`config.mk`:
```
export PLATFORM = sky130hd
export DESIGN_NAME = scan_data_regs
export DESIGN_NICKNAME = d
export VERILOG_FILES = /design/src/rtl/scan_regs_pkg.sv /design/src/rtl/scan_data_regs.sv
export SDC_FILE = /design/constraint.sdc
export NUM_CORES = 1
export LEC_CHECK = 0
export ABC_CLOCK_PERIOD_IN_PS = 2800
export BUFFER_PORTS_ARGS = -buffer_cell sky130_fd_sc_hd__buf_2
export CAP_MARGIN = 15
export CORE_AREA = 2 2 107 109
export DETAILED_ROUTE_END_ITERATION = 12
export DIE_AREA = 0 0 109 111
export PLACE_DENSITY = 0.59
export SYNTH_ARGS = -nofsm -noshare
export SYNTH_HDL_FRONTEND = slang
export SYNTH_SLANG_ARGS = --single-unit
export TNS_END_PERCENT = 10
```
`constraint.sdc`:
```
create_clock -name mclk -period 2.8 [get_ports mclk]
set_input_delay 0.42 -clock mclk [delete_from_list [all_inputs] [get_ports mclk]]
set_output_delay 0.42 -clock mclk [all_outputs]
set_load 0.1 [all_outputs]
```
`src/rtl/scan_regs_pkg.sv`:
```
// Purpose: Constants for the boundary-scan test data registers.
// Assumes: One core clock; scan pins are sampled into it.
// Notes: Chain index 0 sits next to the test data output.
package scan_regs_pkg;
  // -------------------------------------------------------------
  // Instruction codes.
  // -------------------------------------------------------------
  localparam logic [3:0] INS_EXTEST = 4'h0;
  localparam logic [3:0] INS_SAMPLE = 4'h3;
  localparam logic [3:0] INS_CLAMP = 4'h5;
  localparam logic [3:0] INS_HIGHZ = 4'h7;
  localparam logic [3:0] INS_CLAMPZ = 4'h9;
  localparam logic [3:0] INS_INTEST = 4'hC;
  localparam logic [3:0] INS_IDCODE = 4'hE;
  localparam logic [3:0] INS_BYPASS = 4'hF;
  // -------------------------------------------------------------
  // Register sizes, field positions and chain layout.
  // -------------------------------------------------------------
  localparam int ID_W = 32;
  localparam int ID_VER_LSB = 28;
  localparam int ID_PART_LSB = 12;
  localparam int ID_MAKER_LSB = 1;
  localparam int DATA_BITS = 10;
  localparam int CHAIN_LEN = 23;
  localparam int DOE_IDX = 2;
  localparam int AOUT_IDX = 1;
  localparam int AOE_IDX = 0;
  localparam logic BYPASS_CAPTURE = 1'b0;
  // -------------------------------------------------------------
  // Output buffer shape.
  // -------------------------------------------------------------
  localparam int BUF_W = 1;
  localparam int BUF_DEPTH = 2;
endpackage : scan_regs_pkg

```
`src/rtl/scan_data_regs.sv`:
```
// Purpose: Bypass, identification and boundary-cell test data registers.
// Assumes: The TAP states and current instruction come from logic on mclk.
// Notes: The test clock is sampled by mclk; it must stay under mclk/4.
`timescale 1ns/1ns
`default_nettype none
module scan_data_regs #(
  parameter logic [3:0] ID_VERSION = 4'h1,    // Arbitrary value.
  parameter logic [15:0] ID_PART = 16'h1234,  // Arbitrary value.
  parameter logic [10:0] ID_MAKER = 11'h0AB   // Arbitrary value.
) (
  input wire logic mclk,
  input wire logic rst_n,
  input wire logic tck,
  input wire logic tdi,
  input wire logic trst_n,
  input wire logic tap_reset,
  input wire logic tap_capture_dr,
  input wire logic tap_shift_dr,
  input wire logic tap_update_dr,
  input wire logic tap_shift_ir,
  input wire logic ir_serial_out,
  input wire logic [3:0] instr,
  output logic tdo_out,
  output logic tdo_oe,
  input wire logic [scan_regs_pkg::DATA_BITS-1:0] pad_d_in,
  output logic [scan_regs_pkg::DATA_BITS-1:0] core_d_in,
  input wire logic [scan_regs_pkg::DATA_BITS-1:0] core_d_out,
  input wire logic core_d_off,
  output logic [scan_regs_pkg::DATA_BITS-1:0] pad_d_out,
  output logic pad_d_oe,
  input wire logic core_a_out,
  input wire logic core_a_en,
  output logic pad_a_out,
  output logic pad_a_oe
);
  import scan_regs_pkg::*;

  // -------------------------------------------------------------
  // Pin synchronisers and test clock edge detection.
  // -------------------------------------------------------------
  logic [2:0] meta_reg;   // First stage of each synchroniser.
  logic [2:0] sync_reg;   // Second stage: tck, tdi, trst_n.
  logic tck_last_reg;     // Previous synchronised test clock.
  logic tck_rise;         // One-cycle pulse at a rising test clock.
  logic tck_fall;         // One-cycle pulse at a falling test clock.
  logic test_rst;         // Test logic reset from pin or state.

  // Two flops on every pin; only the second stage feeds logic.
  always_ff @(posedge mclk or negedge rst_n) begin
    if (!rst_n) begin
      meta_reg <= 3'h4;
      sync_reg <= 3'h4;
      tck_last_reg <= 1'b0;
    end else begin
      meta_reg <= {trst_n, tdi, tck};
      sync_reg <= meta_reg;
      tck_last_reg <= sync_reg[0];
    end
  end

  // Edges come only from sampled levels, so a stopped clock holds all state that a test reset does not clear.
  assign tck_rise = sync_reg[0] & ~tck_last_reg;
  assign tck_fall = ~sync_reg[0] & tck_last_reg;
  assign test_rst = ~sync_reg[2] | tap_reset;

  // -------------------------------------------------------------
  // Instruction decode.
  // -------------------------------------------------------------
  logic sel_chain;    // Boundary chain is the serial path.
  logic sel_id;       // Identification word is the serial path.
  logic test_mode;    // Extest or intest: cells drive from update stage.
  logic clamp_mode;   // Clamp or clampz: outputs from stored values.
  logic float_mode;   // High-impedance or clampz: outputs disabled.
  logic intest_mode;  // Internal test captures core-facing values.

  // Unknown codes fall to the bypass path, the safe choice.
  assign sel_chain = (instr == INS_SAMPLE) | test_mode;
  assign sel_id = (instr == INS_IDCODE);
  assign intest_mode = (instr == INS_INTEST);
  assign test_mode = (instr == INS_EXTEST) | intest_mode;
  assign clamp_mode = (instr == INS_CLAMP) | (instr == INS_CLAMPZ);
  assign float_mode = (instr == INS_HIGHZ) | (instr == INS_CLAMPZ);

  // -------------------------------------------------------------
  // Output buffer between the shift stage and the test data output.
  // -------------------------------------------------------------
  logic [BUF_W-1:0] buf_mem_reg [BUF_DEPTH];  // Entries, by index.
  logic buf_wr_reg;                           // Write index.
  logic buf_rd_reg;                           // Read index.
  logic [1:0] buf_cnt_reg;                    // Entries held.
  logic buf_in_valid;                         // A bit leaves a register.
  logic buf_in_ready;                         // Room for one more bit.
  logic [BUF_W-1:0] buf_in_data;              // Bit leaving the path.
  logic buf_out_valid;                        // A bit waits for the pin.
  logic buf_out_ready;                        // Pin takes a bit now.
  logic shift_go;                             // Shift step allowed.

  // A full buffer stalls the data register shift, so no data register bit is dropped; shift-IR bits are not stalled.
  assign buf_in_ready = (buf_cnt_reg != 2'(BUF_DEPTH));
  assign buf_out_valid = (buf_cnt_reg != 2'h0);
  assign buf_out_ready = tck_fall;
  assign shift_go = tck_rise & buf_in_ready;
  assign buf_in_valid = tck_rise & (tap_shift_dr | tap_shift_ir);

  // Push and pop bookkeeping; a test reset empties the buffer.
  always_ff @(posedge mclk or negedge rst_n) begin
    if (!rst_n) begin
      buf_wr_reg <= 1'b0;
      buf_rd_reg <= 1'b0;
      buf_cnt_reg <= 2'h0;
    end else if (test_rst) begin
      buf_wr_reg <= 1'b0;
      buf_rd_reg <= 1'b0;
      buf_cnt_reg <= 2'h0;
    end else begin
      if (buf_in_valid && buf_in_ready) begin
        buf_mem_reg[buf_wr_reg] <= buf_in_data;
        buf_wr_reg <= ~buf_wr_reg;
      end
      if (buf_out_valid && buf_out_ready) begin
        buf_rd_reg <= ~buf_rd_reg;
      end
      buf_cnt_reg <= buf_cnt_reg + 2'(buf_in_valid & buf_in_ready)
        - 2'(buf_out_valid & buf_out_ready);
    end
  end

  // The pin data changes only on the falling test clock; a test reset drops the enable at once.
  always_ff @(posedge mclk or negedge rst_n) begin
    if (!rst_n) begin
      tdo_out <= 1'b0;
      tdo_oe <= 1'b0;
    end else if (tck_fall) begin
      if (buf_out_valid) begin
        tdo_out <= buf_mem_reg[buf_rd_reg][0];
      end
      tdo_oe <= (tap_shift_dr | tap_shift_ir) & ~test_rst;
    end else if (test_rst) begin
      tdo_oe <= 1'b0;
    end
  end

  // -------------------------------------------------------------
  // Bypass stage and identification register.
  // -------------------------------------------------------------
  logic bypass_reg;             // One-bit bypass stage, no parallel out.
  logic [ID_W-1:0] id_reg;      // Identification shift register.
  logic [ID_W-1:0] id_code;     // Fixed code, nothing programmable.

  assign id_code = {ID_VERSION, ID_PART, ID_MAKER, 1'b1};

  // Capture and shift on the rising test clock.
  always_ff @(posedge mclk or negedge rst_n) begin
    if (!rst_n) begin
      bypass_reg <= 1'b0;
      id_reg <= '0;
    end else if (test_rst) begin
      bypass_reg <= 1'b0;
      id_reg <= '0;
    end else if (tck_rise && tap_capture_dr) begin
      bypass_reg <= BYPASS_CAPTURE;
      if (sel_id) begin
        id_reg <= id_code;
      end
    end else if (shift_go && tap_shift_dr) begin
      if (sel_id) begin
        id_reg <= {sync_reg[1], id_reg[ID_W-1:1]};
      end else if (!sel_chain) begin
        bypass_reg <= sync_reg[1];
      end
    end
  end

  // -------------------------------------------------------------
  // Boundary cell chain: shift stage and update latch per cell.
  // -------------------------------------------------------------
  logic [CHAIN_LEN-1:0] bs_shift_reg;  // Capture and shift stages.
  logic [CHAIN_LEN-1:0] bs_upd_reg;    // Update latches, one per cell.
  logic [CHAIN_LEN-1:0] bs_cap;        // Value each cell captures.

  // Serial source to the buffer follows the selected path.
  always_comb begin
    if (tap_shift_ir) begin
      buf_in_data = ir_serial_out;
    end else if (sel_id) begin
      buf_in_data = id_reg[0];
    end else if (sel_chain) begin
      buf_in_data = bs_shift_reg[0];
    end else begin
      buf_in_data = bypass_reg;
    end
  end

  // Per data bit: input cell then output cell, bit 22 (data bit 9) nearest input.
  for (genvar j = 0; j < DATA_BITS; j++) begin : g_data_cells
    localparam int IN_IDX = CHAIN_LEN - 1 - 2 * j;
    localparam int OUT_IDX = CHAIN_LEN - 2 - 2 * j;
    localparam int BIT = DATA_BITS - 1 - j;
    // Intest sees the complement of what the cell feeds the core.
    assign bs_cap[IN_IDX] = intest_mode ? ~core_d_in[BIT] : pad_d_in[BIT];
    assign bs_cap[OUT_IDX] = (instr == INS_EXTEST) ? pad_d_out[BIT] : core_d_out[BIT];
    // Test modes drive the core from the update latch.
    assign core_d_in[BIT] = test_mode ? bs_upd_reg[IN_IDX] : pad_d_in[BIT];
    assign pad_d_out[BIT] = (test_mode | clamp_mode) ? bs_upd_reg[OUT_IDX]
      : core_d_out[BIT];
  end

  // Enable cells capture the core's own control levels outside extest: core_d_off and core_a_en.
  assign bs_cap[DOE_IDX] = (instr == INS_EXTEST) ? ~pad_d_oe : core_d_off;
  assign bs_cap[AOUT_IDX] = (instr == INS_EXTEST) ? pad_a_out : core_a_out;
  assign bs_cap[AOE_IDX] = (instr == INS_EXTEST) ? pad_a_oe : core_a_en;

  // Low-active data enable: 1 floats; high-active address enable: 0 floats.
  assign pad_d_oe = float_mode ? 1'b0
    : (test_mode | clamp_mode) ? ~bs_upd_reg[DOE_IDX] : ~core_d_off;
  assign pad_a_oe = float_mode ? 1'b0
    : (test_mode | clamp_mode) ? bs_upd_reg[AOE_IDX] : core_a_en;
  assign pad_a_out = (test_mode | clamp_mode) ? bs_upd_reg[AOUT_IDX] : core_a_out;

  // Capture and shift only while the chain is the path; clamps leave it alone.
  always_ff @(posedge mclk or negedge rst_n) begin
    if (!rst_n) begin
      bs_shift_reg <= '0;
    end else if (sel_chain && tck_rise && tap_capture_dr) begin
      bs_shift_reg <= bs_cap;
    end else if (sel_chain && shift_go && tap_shift_dr) begin
      bs_shift_reg <= {sync_reg[1], bs_shift_reg[CHAIN_LEN-1:1]};
    end
  end

  // Update latches load on the falling test clock in update-data.
  // Contents are not kept across a test reset; cleared for a known state.
  always_ff @(posedge mclk or negedge rst_n) begin
    if (!rst_n) begin
      bs_upd_reg <= '0;
    end else if (test_rst) begin
      bs_upd_reg <= '0;
    end else if (sel_chain && tck_fall && tap_update_dr) begin
      bs_upd_reg <= bs_shift_reg;
    end
  end

endmodule : scan_data_regs
`default_nettype wire

```
==> metrics.yaml <==
drt:
  vias_per_cell: 5.63
  dr.first_iter.drc_count: 198
  drc: 0
  drt-pass1-iter-count: 4
  vias: 3750
  wl_per_cell_um: 17.8
  wl_um: 11900
  ant_nets: 0
final_layout:
  diodes: 0
  fin_nets: 558
  final_area_um2: 5490
  fin_util_pct: 49.5
  layout-drive-gt1-share_pct: 23.9
  syn_to_final_growth_pct: 16.9
  largest_reg_flops: 32
timing:
  setup_ws_ns: 0.293
  min_period_over_period_pct: 89.5
  slew_violations: 0
  relSlewSlack_pct: 43.9
  fin_skew_ns: 0.00954
  rsz0062_at_grt: "no"
  hold_slack_ns: 0.176
  fmax_mhz: 399
  tightest_slew_ns: 0.840
  tns_ns: 0
  finalHoldViolations: 0
  period_needed_ns: 2.51
  finalSetupViolations: 0
cts:
  h-tree-depth: 3
  cts_tree: "yes"
  cts_setup_buffers: 0
  cts_sinks: 94
  cts.clk_slew.worst_paths_ns: 0.07
  cts_root_buffer: "clkbuf_16"
  cts_resized: 0
  cts_hold_buf: 0
  insertion_delay_ns: 0.34
  cts_max_path_buffers: 2
  cts_buffers: 9
floorplanning:
  die-height_um: 111
  fp.dieW_um: 109
  rows: 39
  die-area_um2: 12100
  start_util_pct: 42.3
  design.portCount: 63
  coreArea_um2: 11100
placement:
  dp_slack_ns: 0.304
  place.gp.congestion: 0.830
  portBuffers: 62
  place_area_um2: 5170
  hpwl_um: 7640
synth:
  synth_area_um2: 4690
  async_flop_share_pct: 97.9
  synth.avg_cell_area_um2: 10.1
  yosysWarnings: 0
  yosys.area.top_type: "dfrtp_1"
  ys.flop_type: "dfrtp_1"
  synth_cell_type_count: 48
  synth_top_area_share_pct: 48.0
  synth_fp_nets: 504
  yosys-top-cells-area: "dfrtp_1 48%, a21oi_1 5.2%, o21ai_0 4.9%"
  ys_seq_area_share_pct: 50.4
  synth_top_cells_by_count: "90 x dfrtp_1, 49 x a21oi_1, 46 x o21ai_0"
  postSynthCellCount: 464
  yosysMostFrequentCell: "dfrtp_1"
  synth-seq-cells: 94
  synth_edf_count: 2
global_route:
  antenna_found_initial: 0
  overflow: 0
  grt_pass1_vias: 3670
  grt_max_degree: 47
  track_usage_pct: 20.6
  grt_pass1_wl_um: 19400
critical_path:
  endpoint_kind: "output port"
  required_ns: 2.38
  crit_fanout: 11
  critical_path_class: "input pin to output port"
  crit_path_start_kind: "input pin"
  cp.arrival_ns: 2.09
min_path:
  hp-class: "input pin to register"
power_and_ir_drop:
  ir_drop_mv: 0.335
  leakagePower_nw: 2.39
  powerDensity_nw_per_um2: 645
outcome:
  outcome: "completed"
job:
  drv_cap: 0
-- layout by cell type, fill, tap and decap left out, types with 10 or more instances in the layout --
master     count
o2bb2ai_1     12
a31oi_1       11
a22o_1        22
nor2_1        36
a211oi_1      13
a21oi_1       49
and2_1        15
buf_2         57
nand2_1       18
nand3_1       26
o31ai_1       13
mux2_2        18
o21ai_0       46
dfrtp_1       90
clkbuf_16     10
buf_4         20
-- final timing paths --
| kind | to | startpoint | cells past startpoint | slack, ns |
|---|---|---|---|---|
| max | pad_d_out[7] | instr[2] | 7 | 0.29 |
| min in group asynchronous | buf_rd_reg | rst_n | 2 | 0.19 |
| max reg2reg | buf_cnt_reg[1] | tck_last_reg | 9 | 0.66 |
| max in group asynchronous | bs_upd_reg[6] | rst_n | 2 | 2.15 |
| min | meta_reg[2] | trst_n | 1 | 0.18 |
| min reg2reg | sync_reg[0] | meta_reg[0] | 0 | 0.35 |
-- worst max-delay path: stages --
cell     delay (ns)
buf_2          0.17
xor2_1         0.19
or2_1          0.27
a21oi_2        0.14
buf_4          0.24
mux2_2         0.36
buf_2          0.29
-- area by class of cell --
class | instances | area, µm²
clock buffer | 13 | 272
clock inverter | 3 | 26.3
fill | 1036 | 5590
inverter | 6 | 22.5
multi-input combinational | 325 | 2090
sequential | 94 | 2360
tap | 143 | 179
timing repair buffer | 82 | 531
-- metrics by stage --
| stage | cells | power (W) |
|---|---|---|
| after floorplan | 464 | 0.00215 |
| after global placement | 649 | 0.00234 |
| after detailed placement | 649 | 0.00236 |
| after CTS | 665 | 0.00356 |
| after global routing | 666 | 0.00371 |
| final | 666 | 0.00354 |
-- report_power, final --
group | internal [W] | switching, W
clock | 0.000686 | 0.000516
sequential | 0.00150 | 0.000108
combinational | 0.000219 | 0.000511
total | 0.00240 | 0.00114
-- layer usage --
metal / GRT usage, % / vias to the layer above / wire length, µm
li1: - / 1798 / -
met1: 29.2 / 1854 / 5470
met2: 31.9 / 90 / 5640
met3: 4.00 / 8 / 625
met4: 5.98 / 0 / 123
met5: 0 / - / 0
-- logic make-up (layout without fill, tap and decap cells) --
family,Yosys count,in the layout,share of synthesized area (%)
AOI/OAI and AO/OA,174,174,23.6
xor gates and xnor gates,6,6,1.12
adders and majority gates,2,2,0.533
buffers and inverters,45,104,5.01
DFF,94,94,50.4
muxes,25,25,5.92
and+or+nand+nor,118,118,13.4
Note: power is estimated with default switching activity, not from simulation.
